## src/auc_pkg.sv

```systemverilog
package auc_pkg;
	// Register indices; byte address is four times the index
	localparam logic [3:0] AUC_IDX_TXBUF = 4'h0;
	localparam logic [3:0] AUC_IDX_RXBUF = 4'h1;
	localparam logic [3:0] AUC_IDX_MODE0 = 4'h2;
	localparam logic [3:0] AUC_IDX_MODE1 = 4'h3;
	localparam logic [3:0] AUC_IDX_BAUD = 4'h4;
	localparam logic [3:0] AUC_IDX_STAT = 4'h5;
	localparam logic [7:0] AUC_TXBUF_RST = 8'hff;
	localparam logic [7:0] AUC_BAUD_RST = 8'h0f;
	// Mode 0 fields
	localparam int AUC_M0_ISSM = 1;
	localparam int AUC_M0_RXE = 5;
	localparam int AUC_M0_TXE = 6;
	localparam int AUC_M0_EN = 7;
	// Mode 1 fields
	localparam int AUC_M1_INV = 0;
	localparam int AUC_M1_MSB = 1;
	localparam int AUC_M1_LOOP = 2;
	localparam int AUC_M1_CL0 = 3;
	localparam logic [7:0] AUC_MODE1_RST = 8'h1a;
	// Status fields
	localparam int AUC_ST_OVE = 0;
	localparam int AUC_ST_FE = 1;
	localparam int AUC_ST_TXBF = 4;
	localparam int AUC_ST_TXSF = 5;
	// Character length codes
	localparam logic [1:0] AUC_CL_5 = 2'h0;
	localparam logic [1:0] AUC_CL_7 = 2'h2;
	localparam logic [1:0] AUC_CL_8 = 2'h3;
	localparam int AUC_OVS = 16;
	localparam logic [3:0] AUC_OVS_MID = 4'h7;
	localparam logic [3:0] AUC_OVS_LAST = 4'hf;
	typedef struct packed {
		logic [3:0] addr;
		logic [7:0] wdata;
		logic wr;
		logic rd;
	} auc_bus_t;
	typedef struct packed {
		logic tx_done;
		logic rx_done;
		logic rx_err;
	} auc_irq_t;
endpackage

```

## src/auc_core.sv

```systemverilog
// Our own choice: strobed register access.
`timescale 1ns/1ps
`default_nettype none
module auc_core
	import auc_pkg::*;
#(
	parameter int DW = 8
) (
	// Operation clock and reset
	input wire logic ref_clk,
	input wire logic rst,
	// Register port
	input wire auc_bus_t bus,
	output logic [DW-1:0] rdata_ff,
	// Serial pins
	output logic serial_out_pin,
	input wire logic serial_in_pin,
	// Interrupt events
	output auc_irq_t irq
);
	typedef enum logic [1:0] {TX_IDLE = 2'b00, TX_START = 2'b01, TX_DATA = 2'b11, TX_STOP = 2'b10} auc_tx_t;
	typedef enum logic [1:0] {RX_IDLE = 2'b00, RX_START = 2'b01, RX_DATA = 2'b11, RX_STOP = 2'b10} auc_rx_t;

	logic [DW-1:0] transmit_buffer_ff, receive_buffer_ff, mode0_ff, mode1_ff, baud_ff;
	logic tx_buffer_full_flag_ff, overrun_error_flag_ff, ferr_ff, txe_d_ff, early_wr_ff;
	logic [7:0] baud_cnt_ff;
	logic tick;
	auc_tx_t tx_st_ff;
	auc_rx_t rx_st_ff;
	logic [3:0] tx_ovs_ff, rx_ovs_ff;
	logic [3:0] tx_bit_ff, rx_bit_ff;
	logic [DW-1:0] tx_q, rx_q;
	logic tx_line_ff, rx_in, rx_raw, load_tx, tx_shift, rx_shift, rx_clr;
	logic tx_done_ev, rx_done_ev, rx_err_ev, ovr_ev, wr_tx;
	logic en, txe, rxe, inv, msb, loop;
	logic [1:0] clen;
	logic [3:0] nbits;
	logic [DW-1:0] rx_val;

	assign en = mode0_ff[AUC_M0_EN];
	assign txe = en & mode0_ff[AUC_M0_TXE];
	assign rxe = en & mode0_ff[AUC_M0_RXE];
	assign inv = mode1_ff[AUC_M1_INV];
	assign msb = mode1_ff[AUC_M1_MSB];
	assign loop = mode1_ff[AUC_M1_LOOP];
	assign clen = mode1_ff[AUC_M1_CL0+1:AUC_M1_CL0];
	assign nbits = (clen == AUC_CL_8) ? 4'h8 : (clen == AUC_CL_7) ? 4'h7 : 4'h5;
	assign wr_tx = bus.wr && bus.addr == AUC_IDX_TXBUF;

	// Register writes; transmit buffer is the only path into the transmit shifter
	always_ff @(posedge ref_clk or posedge rst) begin
		if (rst) begin
			transmit_buffer_ff <= AUC_TXBUF_RST;
			mode0_ff <= '0;
			mode1_ff <= AUC_MODE1_RST;
			baud_ff <= AUC_BAUD_RST;
		end else if (bus.wr) begin
			unique case (bus.addr)
				AUC_IDX_TXBUF: transmit_buffer_ff <= bus.wdata;
				AUC_IDX_MODE0: mode0_ff <= bus.wdata & 8'he2;
				AUC_IDX_MODE1: mode1_ff <= bus.wdata & 8'h1f;
				AUC_IDX_BAUD: baud_ff <= bus.wdata;
				default: ;
			endcase
		end
	end

	// Reads; shift registers have no address
	always_ff @(posedge ref_clk or posedge rst) begin
		if (rst) begin
			rdata_ff <= '0;
		end else if (bus.rd) begin
			unique case (bus.addr)
				AUC_IDX_TXBUF: rdata_ff <= transmit_buffer_ff;
				AUC_IDX_RXBUF: rdata_ff <= receive_buffer_ff;
				AUC_IDX_MODE0: rdata_ff <= mode0_ff;
				AUC_IDX_MODE1: rdata_ff <= mode1_ff;
				AUC_IDX_BAUD: rdata_ff <= baud_ff;
				AUC_IDX_STAT: rdata_ff <= {2'h0, tx_st_ff != TX_IDLE, tx_buffer_full_flag_ff, 2'h0,
					ferr_ff, overrun_error_flag_ff};
				default: rdata_ff <= '0;
			endcase
		end else begin
			rdata_ff <= '0;
		end
	end

	// Baud generator: tick every baud_ff+1 clocks, sixteen ticks per bit
	always_ff @(posedge ref_clk or posedge rst) begin
		if (rst) begin
			baud_cnt_ff <= '0;
		end else if (!en || tick) begin
			baud_cnt_ff <= '0;
		end else begin
			baud_cnt_ff <= baud_cnt_ff + 8'h01;
		end
	end
	assign tick = en && baud_cnt_ff == baud_ff;

	// Enable seen last cycle; a write right after enable waits one extra cycle
	always_ff @(posedge ref_clk or posedge rst) begin
		if (rst) begin
			txe_d_ff <= 1'b0;
			early_wr_ff <= 1'b0;
		end else begin
			txe_d_ff <= txe;
			early_wr_ff <= wr_tx && txe && !txe_d_ff;
		end
	end

	// Buffer full flag: set by write wins over clear by load
	always_ff @(posedge ref_clk or posedge rst) begin
		if (rst) begin
			tx_buffer_full_flag_ff <= 1'b0;
		end else if (!txe) begin
			tx_buffer_full_flag_ff <= 1'b0;
		end else if (wr_tx) begin
			tx_buffer_full_flag_ff <= 1'b1;
		end else if (load_tx) begin
			tx_buffer_full_flag_ff <= 1'b0;
		end
	end

	// Load in idle as soon as the buffer holds data, or at frame end
	assign load_tx = tx_buffer_full_flag_ff && txe_d_ff && !early_wr_ff &&
		(tx_st_ff == TX_IDLE || (tx_st_ff == TX_STOP && tick && tx_ovs_ff == AUC_OVS_LAST));
	// Short characters: unused upper bits never leave the shifter
	assign tx_shift = tx_st_ff == TX_DATA && tick && tx_ovs_ff == AUC_OVS_LAST;

	auc_shift #(.W(DW)) u_tx_shift (
		.ref_clk(ref_clk),
		.rst(rst),
		.clr(!txe),
		.load(load_tx),
		.load_val(msb ? (transmit_buffer_ff << (4'h8 - nbits)) : transmit_buffer_ff),
		.shift(tx_shift),
		.msb_first(msb),
		.in_bit(1'b0),
		.q_ff(tx_q)
	);

	// Transmit frame sequencer, separate from the receiver
	always_ff @(posedge ref_clk or posedge rst) begin
		if (rst) begin
			tx_st_ff <= TX_IDLE;
			tx_ovs_ff <= '0;
			tx_bit_ff <= '0;
		end else if (!txe) begin
			tx_st_ff <= TX_IDLE;
			tx_ovs_ff <= '0;
			tx_bit_ff <= '0;
		end else if (load_tx) begin
			tx_st_ff <= TX_START;
			tx_ovs_ff <= '0;
			tx_bit_ff <= '0;
		end else if (tick) begin
			tx_ovs_ff <= tx_ovs_ff + 4'h1;
			if (tx_ovs_ff == AUC_OVS_LAST) begin
				unique case (tx_st_ff)
					TX_START: tx_st_ff <= TX_DATA;
					TX_DATA: begin
						tx_bit_ff <= tx_bit_ff + 4'h1;
						if (tx_bit_ff == nbits - 4'h1) begin
							tx_st_ff <= TX_STOP;
						end
					end
					TX_STOP: tx_st_ff <= TX_IDLE;
					TX_IDLE: ;
				endcase
			end
		end
	end

	// Line is registered; idle and stop are mark
	always_ff @(posedge ref_clk or posedge rst) begin
		if (rst) begin
			tx_line_ff <= 1'b1;
		end else begin
			unique case (tx_st_ff)
				TX_START: tx_line_ff <= 1'b0;
				TX_DATA: tx_line_ff <= msb ? tx_q[DW-1] : tx_q[0];
				default: tx_line_ff <= 1'b1;
			endcase
		end
	end
	assign serial_out_pin = tx_line_ff ^ inv;

	assign tx_done_ev = tick && tx_st_ff == TX_STOP && tx_ovs_ff == AUC_OVS_LAST;
	// Mode 1 reports buffer empty at load so software can refill during the frame
	assign irq.tx_done = mode0_ff[AUC_M0_ISSM] ? load_tx : tx_done_ev;

	// Receive side; loopback taps the line before inversion so polarity cancels
	assign rx_raw = loop ? tx_line_ff : (serial_in_pin ^ inv);
	assign rx_in = rx_raw;
	assign rx_shift = rx_st_ff == RX_DATA && tick && rx_ovs_ff == AUC_OVS_MID;
	assign rx_clr = !rxe || (rx_st_ff == RX_IDLE);

	auc_shift #(.W(DW)) u_rx_shift (
		.ref_clk(ref_clk),
		.rst(rst),
		.clr(rx_clr),
		.load(1'b0),
		.load_val('0),
		.shift(rx_shift),
		.msb_first(msb),
		.in_bit(rx_in),
		.q_ff(rx_q)
	);

	// LSB-first data lands at the top; move it down for short characters
	assign rx_val = msb ? rx_q : (rx_q >> (4'h8 - nbits));

	always_ff @(posedge ref_clk or posedge rst) begin
		if (rst) begin
			rx_st_ff <= RX_IDLE;
			rx_ovs_ff <= '0;
			rx_bit_ff <= '0;
		end else if (!rxe) begin
			rx_st_ff <= RX_IDLE;
			rx_ovs_ff <= '0;
			rx_bit_ff <= '0;
		end else if (tick) begin
			rx_ovs_ff <= rx_ovs_ff + 4'h1;
			unique case (rx_st_ff)
				RX_IDLE: begin
					rx_ovs_ff <= '0;
					rx_bit_ff <= '0;
					if (!rx_in) begin
						rx_st_ff <= RX_START;
					end
				end
				RX_START: begin
					if (rx_ovs_ff == AUC_OVS_MID && rx_in) begin
						rx_st_ff <= RX_IDLE;
					end else if (rx_ovs_ff == AUC_OVS_LAST) begin
						rx_st_ff <= RX_DATA;
					end
				end
				RX_DATA: begin
					if (rx_ovs_ff == AUC_OVS_LAST) begin
						rx_bit_ff <= rx_bit_ff + 4'h1;
						if (rx_bit_ff == nbits - 4'h1) begin
							rx_st_ff <= RX_STOP;
						end
					end
				end
				RX_STOP: begin
					if (rx_ovs_ff == AUC_OVS_MID) begin
						rx_st_ff <= RX_IDLE;
					end
				end
			endcase
		end
	end

	logic rx_unread_ff;
	assign rx_done_ev = tick && rx_st_ff == RX_STOP && rx_ovs_ff == AUC_OVS_MID;
	assign ovr_ev = rx_done_ev && rx_unread_ff;
	assign rx_err_ev = rx_done_ev && (!rx_in || rx_unread_ff);

	// Receive buffer kept on overrun; cleared when the block is disabled
	always_ff @(posedge ref_clk or posedge rst) begin
		if (rst) begin
			receive_buffer_ff <= '0;
		end else if (!en) begin
			receive_buffer_ff <= '0;
		end else if (rx_done_ev && !ovr_ev) begin
			receive_buffer_ff <= rx_val;
		end
	end

	// Unread and error flags: new event wins over a same-cycle read clear
	always_ff @(posedge ref_clk or posedge rst) begin
		if (rst) begin
			rx_unread_ff <= 1'b0;
			overrun_error_flag_ff <= 1'b0;
			ferr_ff <= 1'b0;
		end else if (!en) begin
			rx_unread_ff <= 1'b0;
			overrun_error_flag_ff <= 1'b0;
			ferr_ff <= 1'b0;
		end else begin
			if (rx_done_ev) begin
				rx_unread_ff <= 1'b1;
			end else if (bus.rd && bus.addr == AUC_IDX_RXBUF) begin
				rx_unread_ff <= 1'b0;
			end
			if (ovr_ev) begin
				overrun_error_flag_ff <= 1'b1;
			end else if (bus.rd && bus.addr == AUC_IDX_STAT) begin
				overrun_error_flag_ff <= 1'b0;
			end
			if (rx_done_ev && !rx_in) begin
				ferr_ff <= 1'b1;
			end else if (bus.rd && bus.addr == AUC_IDX_STAT) begin
				ferr_ff <= 1'b0;
			end
		end
	end

	assign irq.rx_done = rx_done_ev && !rx_err_ev;
	assign irq.rx_err = rx_err_ev;

	a_ovr_nostore: assert property (@(posedge ref_clk) disable iff (rst)
		ovr_ev |=> $stable(receive_buffer_ff)) else $error("overrun stored data");
	a_write_full: assert property (@(posedge ref_clk) disable iff (rst)
		(wr_tx && txe) |=> tx_buffer_full_flag_ff) else $error("write did not set full");
	a_start_low: assert property (@(posedge ref_clk) disable iff (rst)
		(load_tx && !inv && txe) |=> ##1 !serial_out_pin) else $error("no start bit");
	a_idle_mark: assert property (@(posedge ref_clk) disable iff (rst)
		(tx_st_ff == TX_IDLE && $past(tx_st_ff) == TX_IDLE) |-> serial_out_pin == !inv) else $error("idle level");
	a_short_zero: assert property (@(posedge ref_clk) disable iff (rst)
		(clen == AUC_CL_5 && $stable(clen)) |-> receive_buffer_ff[7:5] == 3'h0 || $changed(receive_buffer_ff) == 0)
		else $error("upper bits not zero");
	a_load_early: assert property (@(posedge ref_clk) disable iff (rst)
		(wr_tx && txe && !txe_d_ff) |=> !load_tx ##1 (load_tx || !txe)) else $error("early write not delayed");
	a_irq_mode: assert property (@(posedge ref_clk) disable iff (rst)
		(!mode0_ff[AUC_M0_ISSM] && irq.tx_done) |-> tx_st_ff == TX_STOP) else $error("tx irq timing");
	a_err_excl: assert property (@(posedge ref_clk) disable iff (rst)
		!(irq.rx_done && irq.rx_err)) else $error("rx irq both");
	a_loop_route: assert property (@(posedge ref_clk) disable iff (rst)
		loop |-> rx_raw == tx_line_ff) else $error("loopback path");
endmodule
`default_nettype wire

```

## src/auc_shift.sv

```systemverilog
`timescale 1ns/1ps
`default_nettype none
module auc_shift
	import auc_pkg::*;
#(
	parameter int W = 8
) (
	// Clock and reset
	input wire logic ref_clk,
	input wire logic rst,
	// Control
	input wire logic clr,
	input wire logic load,
	input wire logic [W-1:0] load_val,
	input wire logic shift,
	input wire logic msb_first,
	input wire logic in_bit,
	// State
	output logic [W-1:0] q_ff
);
	// One register serves both directions: out bit is the end selected by bit order
	always_ff @(posedge ref_clk or posedge rst) begin
		if (rst) begin
			q_ff <= '0;
		end else if (clr) begin
			q_ff <= '0;
		end else if (load) begin
			q_ff <= load_val;
		end else if (shift) begin
			if (msb_first) begin
				q_ff <= {q_ff[W-2:0], in_bit};
			end else begin
				q_ff <= {in_bit, q_ff[W-1:1]};
			end
		end
	end
endmodule
`default_nettype wire
```

## config.mk

```make
export PLATFORM = sky130hd
export DESIGN_NAME = auc_core
export DESIGN_NICKNAME = d
export VERILOG_FILES = /design/src/auc_pkg.sv /design/src/auc_core.sv /design/src/auc_shift.sv
export SDC_FILE = /design/constraint.sdc
export NUM_CORES = 1
export LEC_CHECK = 0
export BUFFER_PORTS_ARGS = -buffer_cell sky130_fd_sc_hd__buf_4
export CAP_MARGIN = 40
export CORE_ASPECT_RATIO = 0.8
export CORE_UTILIZATION = 35
export CTS_CLUSTER_DIAMETER = 150
export CTS_CLUSTER_SIZE = 8
export DETAILED_ROUTE_END_ITERATION = 12
export PLACE_DENSITY_LB_ADDON = 0.08
export SLEW_MARGIN = 10
export SYNTH_ARGS = -nofsm -noshare
export SYNTH_HDL_FRONTEND = slang
export SYNTH_SLANG_ARGS = --single-unit
```

## constraint.sdc

```tcl
create_clock -name ref_clk -period 4 [get_ports ref_clk]
set_input_delay 0.2 -clock ref_clk [delete_from_list [all_inputs] [get_ports ref_clk]]
set_output_delay 0.2 -clock ref_clk [all_outputs]
set_load 0.01 [all_outputs]
```

* Yosys cells after proc, flatten, opt, wreduce, memory -nomap -nowiden
Index checks and enable logic that the tools add are counted.
Storage, ports and cells: word-level logic and storage cells 180, register bits after elaboration 92, output and inout bits 12, bits of input ports 17
Operators by class: shifts and indexed selects 2, equality and inequality tests 37, reductions and logical operators 47, multiplexer cells 61, bitwise logic cells 4, add/subtract/negate cells 7
Operators with widths (number):
- 8-bit 2-to-1 mux | 13
- 4-bit 2-to-1 mux | 15
- 8-bit one-hot mux with 6 select lines | 1
- 2-bit 2-to-1 mux | 14
- 1-bit logical AND | 23
- 4-bit by 1-bit adder with 4-bit output (second input constant) | 4
- 3-bit inequality test (second input constant) | 5
- 1-bit 2-to-1 mux | 14
- 2-bit equality test (second input constant) | 6
- 4-bit by 3-bit equality test with 1-bit output (second input constant) | 3
- 3-bit by 1-bit inequality test with 1-bit output (second input constant) | 4
- 3-bit by 2-bit inequality test with 1-bit output (second input constant) | 4
- 8-bit by 1-bit adder with 8-bit output (second input constant) | 1
- 4-bit by 2-bit equality test with 1-bit output (second input constant) | 2
- 4-bit equality test | 2
- 4-bit equality test (second input constant) | 2
- 8-bit equality test | 1
- 2-bit one-hot mux with 4 select lines | 1
- 4-bit one-hot mux with 2 select lines | 1
- 2-bit AND reduction | 4
- 8-bit by 4-bit left shift with 8-bit output | 1
- 8-bit by 4-bit >> shifter with 8-bit output | 1
- 1-bit logical NOT | 7
- 2-bit one-hot mux with 3 select lines | 1
- other kinds (19) | 28

* Longest topological paths before layout
depth in word-level cells 11, mapped depth 8

* Modules after synthesis
From an unflattened synthesis, not the netlist that was laid out.
Second synthesis, totals: cells, all modules 493, area, all modules 5124.9 µm²
By module, submodules not included:
- auc_core | instances 1, cells each 411, area an instance 4106.4 µm², sequential area each 1921.8 µm²
- auc_shift | instances 2, cells each 41, area an instance 509.2 µm², sequential area each 200.2 µm²

* Least setup slack after synthesis
No wires, ideal clock.
path kind flip-flop to flip-flop, from reg baud_ff[0], to reg u_tx_shift.q_ff[1], buffers on the path 1, clock period less this slack 2039 ps, library setup time 122 ps, slack 1961 ps, data required time 3878 ps, cell stages (with the launch flop) 8, arrival time 1917 ps, path through dfstp_2 xnor2_1 nand4_1 or2_4 a2bb2oi_2 buf_6 a221o_1 a32o_1
On the way: cells in the longest elaborated chain, start to end 8, elaborated cells between the ends (all ways) 11
Ends and longest elaborated chain:
- start, declared | RTL line auc_core.sv:24 | logic [DW-1:0] transmit_buffer_ff, receive_buffer_ff, mode0_ff, mode1_ff, baud_ff;
- start signal, assigned | RTL line auc_core.sv:62 | AUC_IDX_BAUD: baud_ff <= bus.wdata;
- 8-bit equality test * | RTL line auc_core.sv:98 | assign tick = en && baud_cnt_ff == baud_ff;
- 1-bit logical AND * | RTL line auc_core.sv:98
- 1-bit logical AND (2 in series) | RTL line auc_core.sv:126 | (tx_st_ff == TX_IDLE || (tx_st_ff == TX_STOP && tick && tx_ovs_ff == AUC_OVS_LAST));
- 1-bit logical OR | RTL line auc_core.sv:126
- 1-bit logical AND | RTL line auc_core.sv:125 | assign load_tx = tx_buffer_full_flag_ff && txe_d_ff && !early_wr_ff &&
- 8-bit 2-to-1 mux | RTL line auc_shift.sv:27 | end else if (load) begin
- 8-bit 2-to-1 mux | RTL line auc_shift.sv:25 | end else if (clr) begin
- end signal, assigned | RTL line auc_shift.sv:28 | q_ff <= load_val;
- end signal, assigned | RTL line auc_shift.sv:31 | q_ff <= {q_ff[W-2:0], in_bit};
- end signal, assigned | RTL line auc_shift.sv:33 | q_ff <= {in_bit, q_ff[W-1:1]};
- end, declared | RTL line auc_shift.sv:19 | output logic [W-1:0] q_ff
Every way passes the cells marked *; elsewhere a longest branch is shown, timed or not. A chain may end at the register's enable or synchronous reset.

==> impl_metrics.toml <==
[outcome]
outcome = "finished clean"

[global_routing]
grt_pass1_vias = 3723
grt_max_degree = 62
grt_first_pass_wirelength_mm = 21.9
track_usage_pct = 20.1
antenna_found_initial = 0
grt-ovfl-total = 0

[layout]
instances_no_fill = 691
fin_nets = 528
area_growth_pct = 13.9
drive_gt1_share_pct = 21.1
multi_input_area_um2 = 2500
fillers = 1375
antenna_cells = 0
seq_area_um2 = 2320

[detailed_routing]
viasPerCell = 5.54
drcViolationCount = 0
drt_iter0_markers = 297
routedWlPerCell_um = 19.5
via_count = 3829
antenna_left = 0
drt-pass1-iter-count = 8
wirelength_mm = 13.5

[worst_setup_path]
worstSetupPathType = "reg -> out"
critPathBufInv = 1
path_common_cell = "nand4_1"
slowest_stage = "dfstp_2"
max_stage_delay_ps = 570
crit_arrival_ps = 2480
path_delay_family = "simple AND/OR/NAND/NOR gates"
cp-start-kind = "flop"
endpoint_kind = "output pin"
worstPathRequired_ps = 3800
cp_cell_sequence = "xnor2_1, nand4_1, nor2_4, nand4_1, nor3b_1, buf_4"
critPathMaxFanout = 18

[timing]
fin_skew_ps = 9.47
worstMarginPinSlew_ps = 856
layout_worst_path_cycle_share_pct = 67.1
maxSlewViolCount = 0
rsz0062_at_grt = "no"
slew_headroom_pct = 42.7
finalHoldViolations = 0
final.setup.tns_ps = 0
fmax_mhz = 373
finalSetupViolCount = 0
fin_crit_ps = 2680

[pwr]
internal_power_mw = 1.73
switchingPower_mw = 0.783
power_density_nw_per_um2 = 446
swShare_pct = 31.1
fin_total_pwr_mw = 2.52
ir_drop_mv = 0.249
power.leakage_nw = 2.42
seqPwrFrac_pct = 47.3
combPwrFrac_pct = 17.2
clkPwrFrac_pct = 35.5

[placed_design]
dp_cells = 674
hpwl_mm = 9.69
port_buffers = 28
gp_congestion = 0.880

[hold_path]
hold_class = "in -> reg"

[floorplan]
fp.dieW_um = 135
io_pins = 29
start_util_pct = 36.2
fp-row-count = 38
core_area_um2 = 13700
die-area_um2 = 14600
die_h_um = 108

[cts]
cts.sinks = 92
cts_root_buf = "clkbuf_16"
htreeDepth = 3
clk-insertion-delay-late_ps = 350
cts_buffers = 9
cts_buffer_depth = 2
post_cts_resized = 0
cts_tree = "built"
clk_pin_slew_ps = 70

[logic_synthesis]
syn_avg_cell_area_um2 = 10.2
synth_area_leaders = "dfrtp_1, dfstp_2, mux2_2"
ys_ff_latch = 92
synthFlopType = "dfrtp_1"
synth-edff-count = 0
seq_area_frac_synth_pct = 46.9
synth_nets = 507
synthDistinctLibCells = 62
synth_cells = 485
ys_async_sr_fraction_pct = 100
syn-cell-area_um2 = 4950
ys_warn_count = 0
synth_top_area_share_pct = 38.4
yosys.area.top_type = "dfrtp_1"

[run]
cap_violations = 0
[per-stage QoR]
| stage | cell area (um^2) | utilization (%) | setup WS (ps) | hold slack (ps) |
|---|---|---|---|---|
| 3_5_place_dp | 5320 | 38.9 | 1540 | 93.1 |
| 6_report | 5640 | 41.2 | 1320 | 100 |
| 4_1_cts | 5640 | 41.2 | 1290 | 84.2 |
| 2_1_floorplan | 4950 | - | 1430 | 351 |
| 5_1_grt | 5640 | 41.2 | 1090 | 90.8 |
| 3_3_place_gp | 5300 | 38.7 | 1580 | 429 |
[kinds of logic (layout without fill, tap and decap cells)]
| group | count (synthesis) | count (layout) | synth area share (%) |
|---|---|---|---|
| compound gates | 105 | 105 | 14.7 |
| xor+xnor | 24 | 24 | 4.24 |
| fa+ha+maj | 5 | 5 | 1.26 |
| buf+inv | 29 | 55 | 2.70 |
| flops | 92 | 92 | 46.9 |
| mux | 59 | 59 | 12.7 |
| simple gates | 171 | 171 | 17.6 |
[power by group through the flow]
stage	Combinational (mW)	Sequential, mW	Clock (mW)
after floorplan	0.371	1.10	0
after global placement	0.429	1.20	0
after detailed placement	0.433	1.20	0
after CTS	0.436	1.19	0.924
after global routing	0.482	1.21	0.954
final	0.433	1.19	0.893
[worst paths after layout]
kind                                   startpoint                                 to  slack, ps  cells after the start
max                        baud_ff[3]$_DFFE_PP1P_                             irq[1]       1320                      6
max in group asynchronous                     rst  transmit_buffer_ff[7]$_DFFE_PP1P_       3120                      4
min                                        bus[9]            mode0_ff[7]$_DFFE_PP0P_        100                      2
max reg2reg                baud_ff[3]$_DFFE_PP1P_     u_tx_shift.q_ff[1]$_DFFE_PP0P_       1500                      6
min reg2reg                    txe_d_ff$_DFF_PP0_              early_wr_ff$_DFF_PP0_        440                      1
min in group asynchronous                     rst           baud_cnt_ff[6]$_DFF_PP0_        280                      3
[layout by cell type, fill, tap and decap left out, types with 4 or more instances in the layout]
master	count
buf_4	29
a22oi_1	4
xnor2_1	12
a32o_1	5
nor2b_1	11
o22ai_1	7
inv_1	7
and2_1	4
o21ai_0	22
a21oi_1	24
a22o_1	8
nand4_1	4
nor2_1	38
nor3_1	6
dfstp_2	16
xor2_1	12
nand2_1	56
nand3_1	19
and3_1	8
mux2_2	31
mux2i_1	28
ha_1	5
dfrtp_1	76
a211oi_1	4
clkbuf_16	9
a31oi_1	11
[synthesized netlist by cell type (all sizes together), types with 2 or more instances]
master  instances
or2             3
nand3b          3
dfstp          16
nor2           40
a22oi           4
a32o            5
xor2           12
a21oi          24
a32oi           3
a21boi          3
a211oi          4
buf            10
mux2i          28
and2            4
a221o           2
a222oi          2
a31oi          11
dfrtp          76
a22o            8
nor3b           3
nor3            7
inv             8
and3            8
nand4           6
nand2          56
clkbuf         11
ha              5
o21ai          24
mux2           31
nand3          19
xnor2          12
o22ai           7
nor2b          11
or3             3
[routing by layer]
metal  GRT usage [%]  up-vias  routed length, um
li1                -     1806                  -
met4            3.85        0                 64
met1            30.5     1938               7010
met3            5.30        5                561
met5               0        -                  0
met2            28.3       80               5810
[cell type report]
| cell class | instances | area share (%) |
|---|---|---|
| Timing Repair Buffer | 31 | 4.52 |
| Inverter | 8 | 0.576 |
| Tap cell | 180 | 3.99 |
| Multi-Input combinational cell | 364 | 44.2 |
| Clock buffer | 10 | 4.23 |
| Sequential cell | 92 | 41.1 |
| Clock inverter | 6 | 1.29 |
[registers in the layout, summed over array words and instances, names as in the netlist]
signal and flops:
mode0_ff 4, mode1_ff 5, rx_bit_ff 4, u_tx_shift.q_ff 8, baud_cnt_ff 8, rx_ovs_ff 4
tx_st_ff 2, transmit_buffer_ff 8, baud_ff 8, txe_d_ff 1, rx_st_ff 2, receive_buffer_ff 8
early_wr_ff 1, tx_line_ff 1, overrun_error_flag_ff 1, tx_ovs_ff 4, u_rx_shift.q_ff 8, ferr_ff 1
rdata_ff 8, rx_unread_ff 1, tx_buffer_full_flag_ff 1, tx_bit_ff 4
[timing repair]
action	in CTS	in global routing
buffers inserted	0	0
hold endpoints to repair	50	0
setup endpoints to repair	0	0
hold buffers	1	0
(Power assumes the default switching activity.)
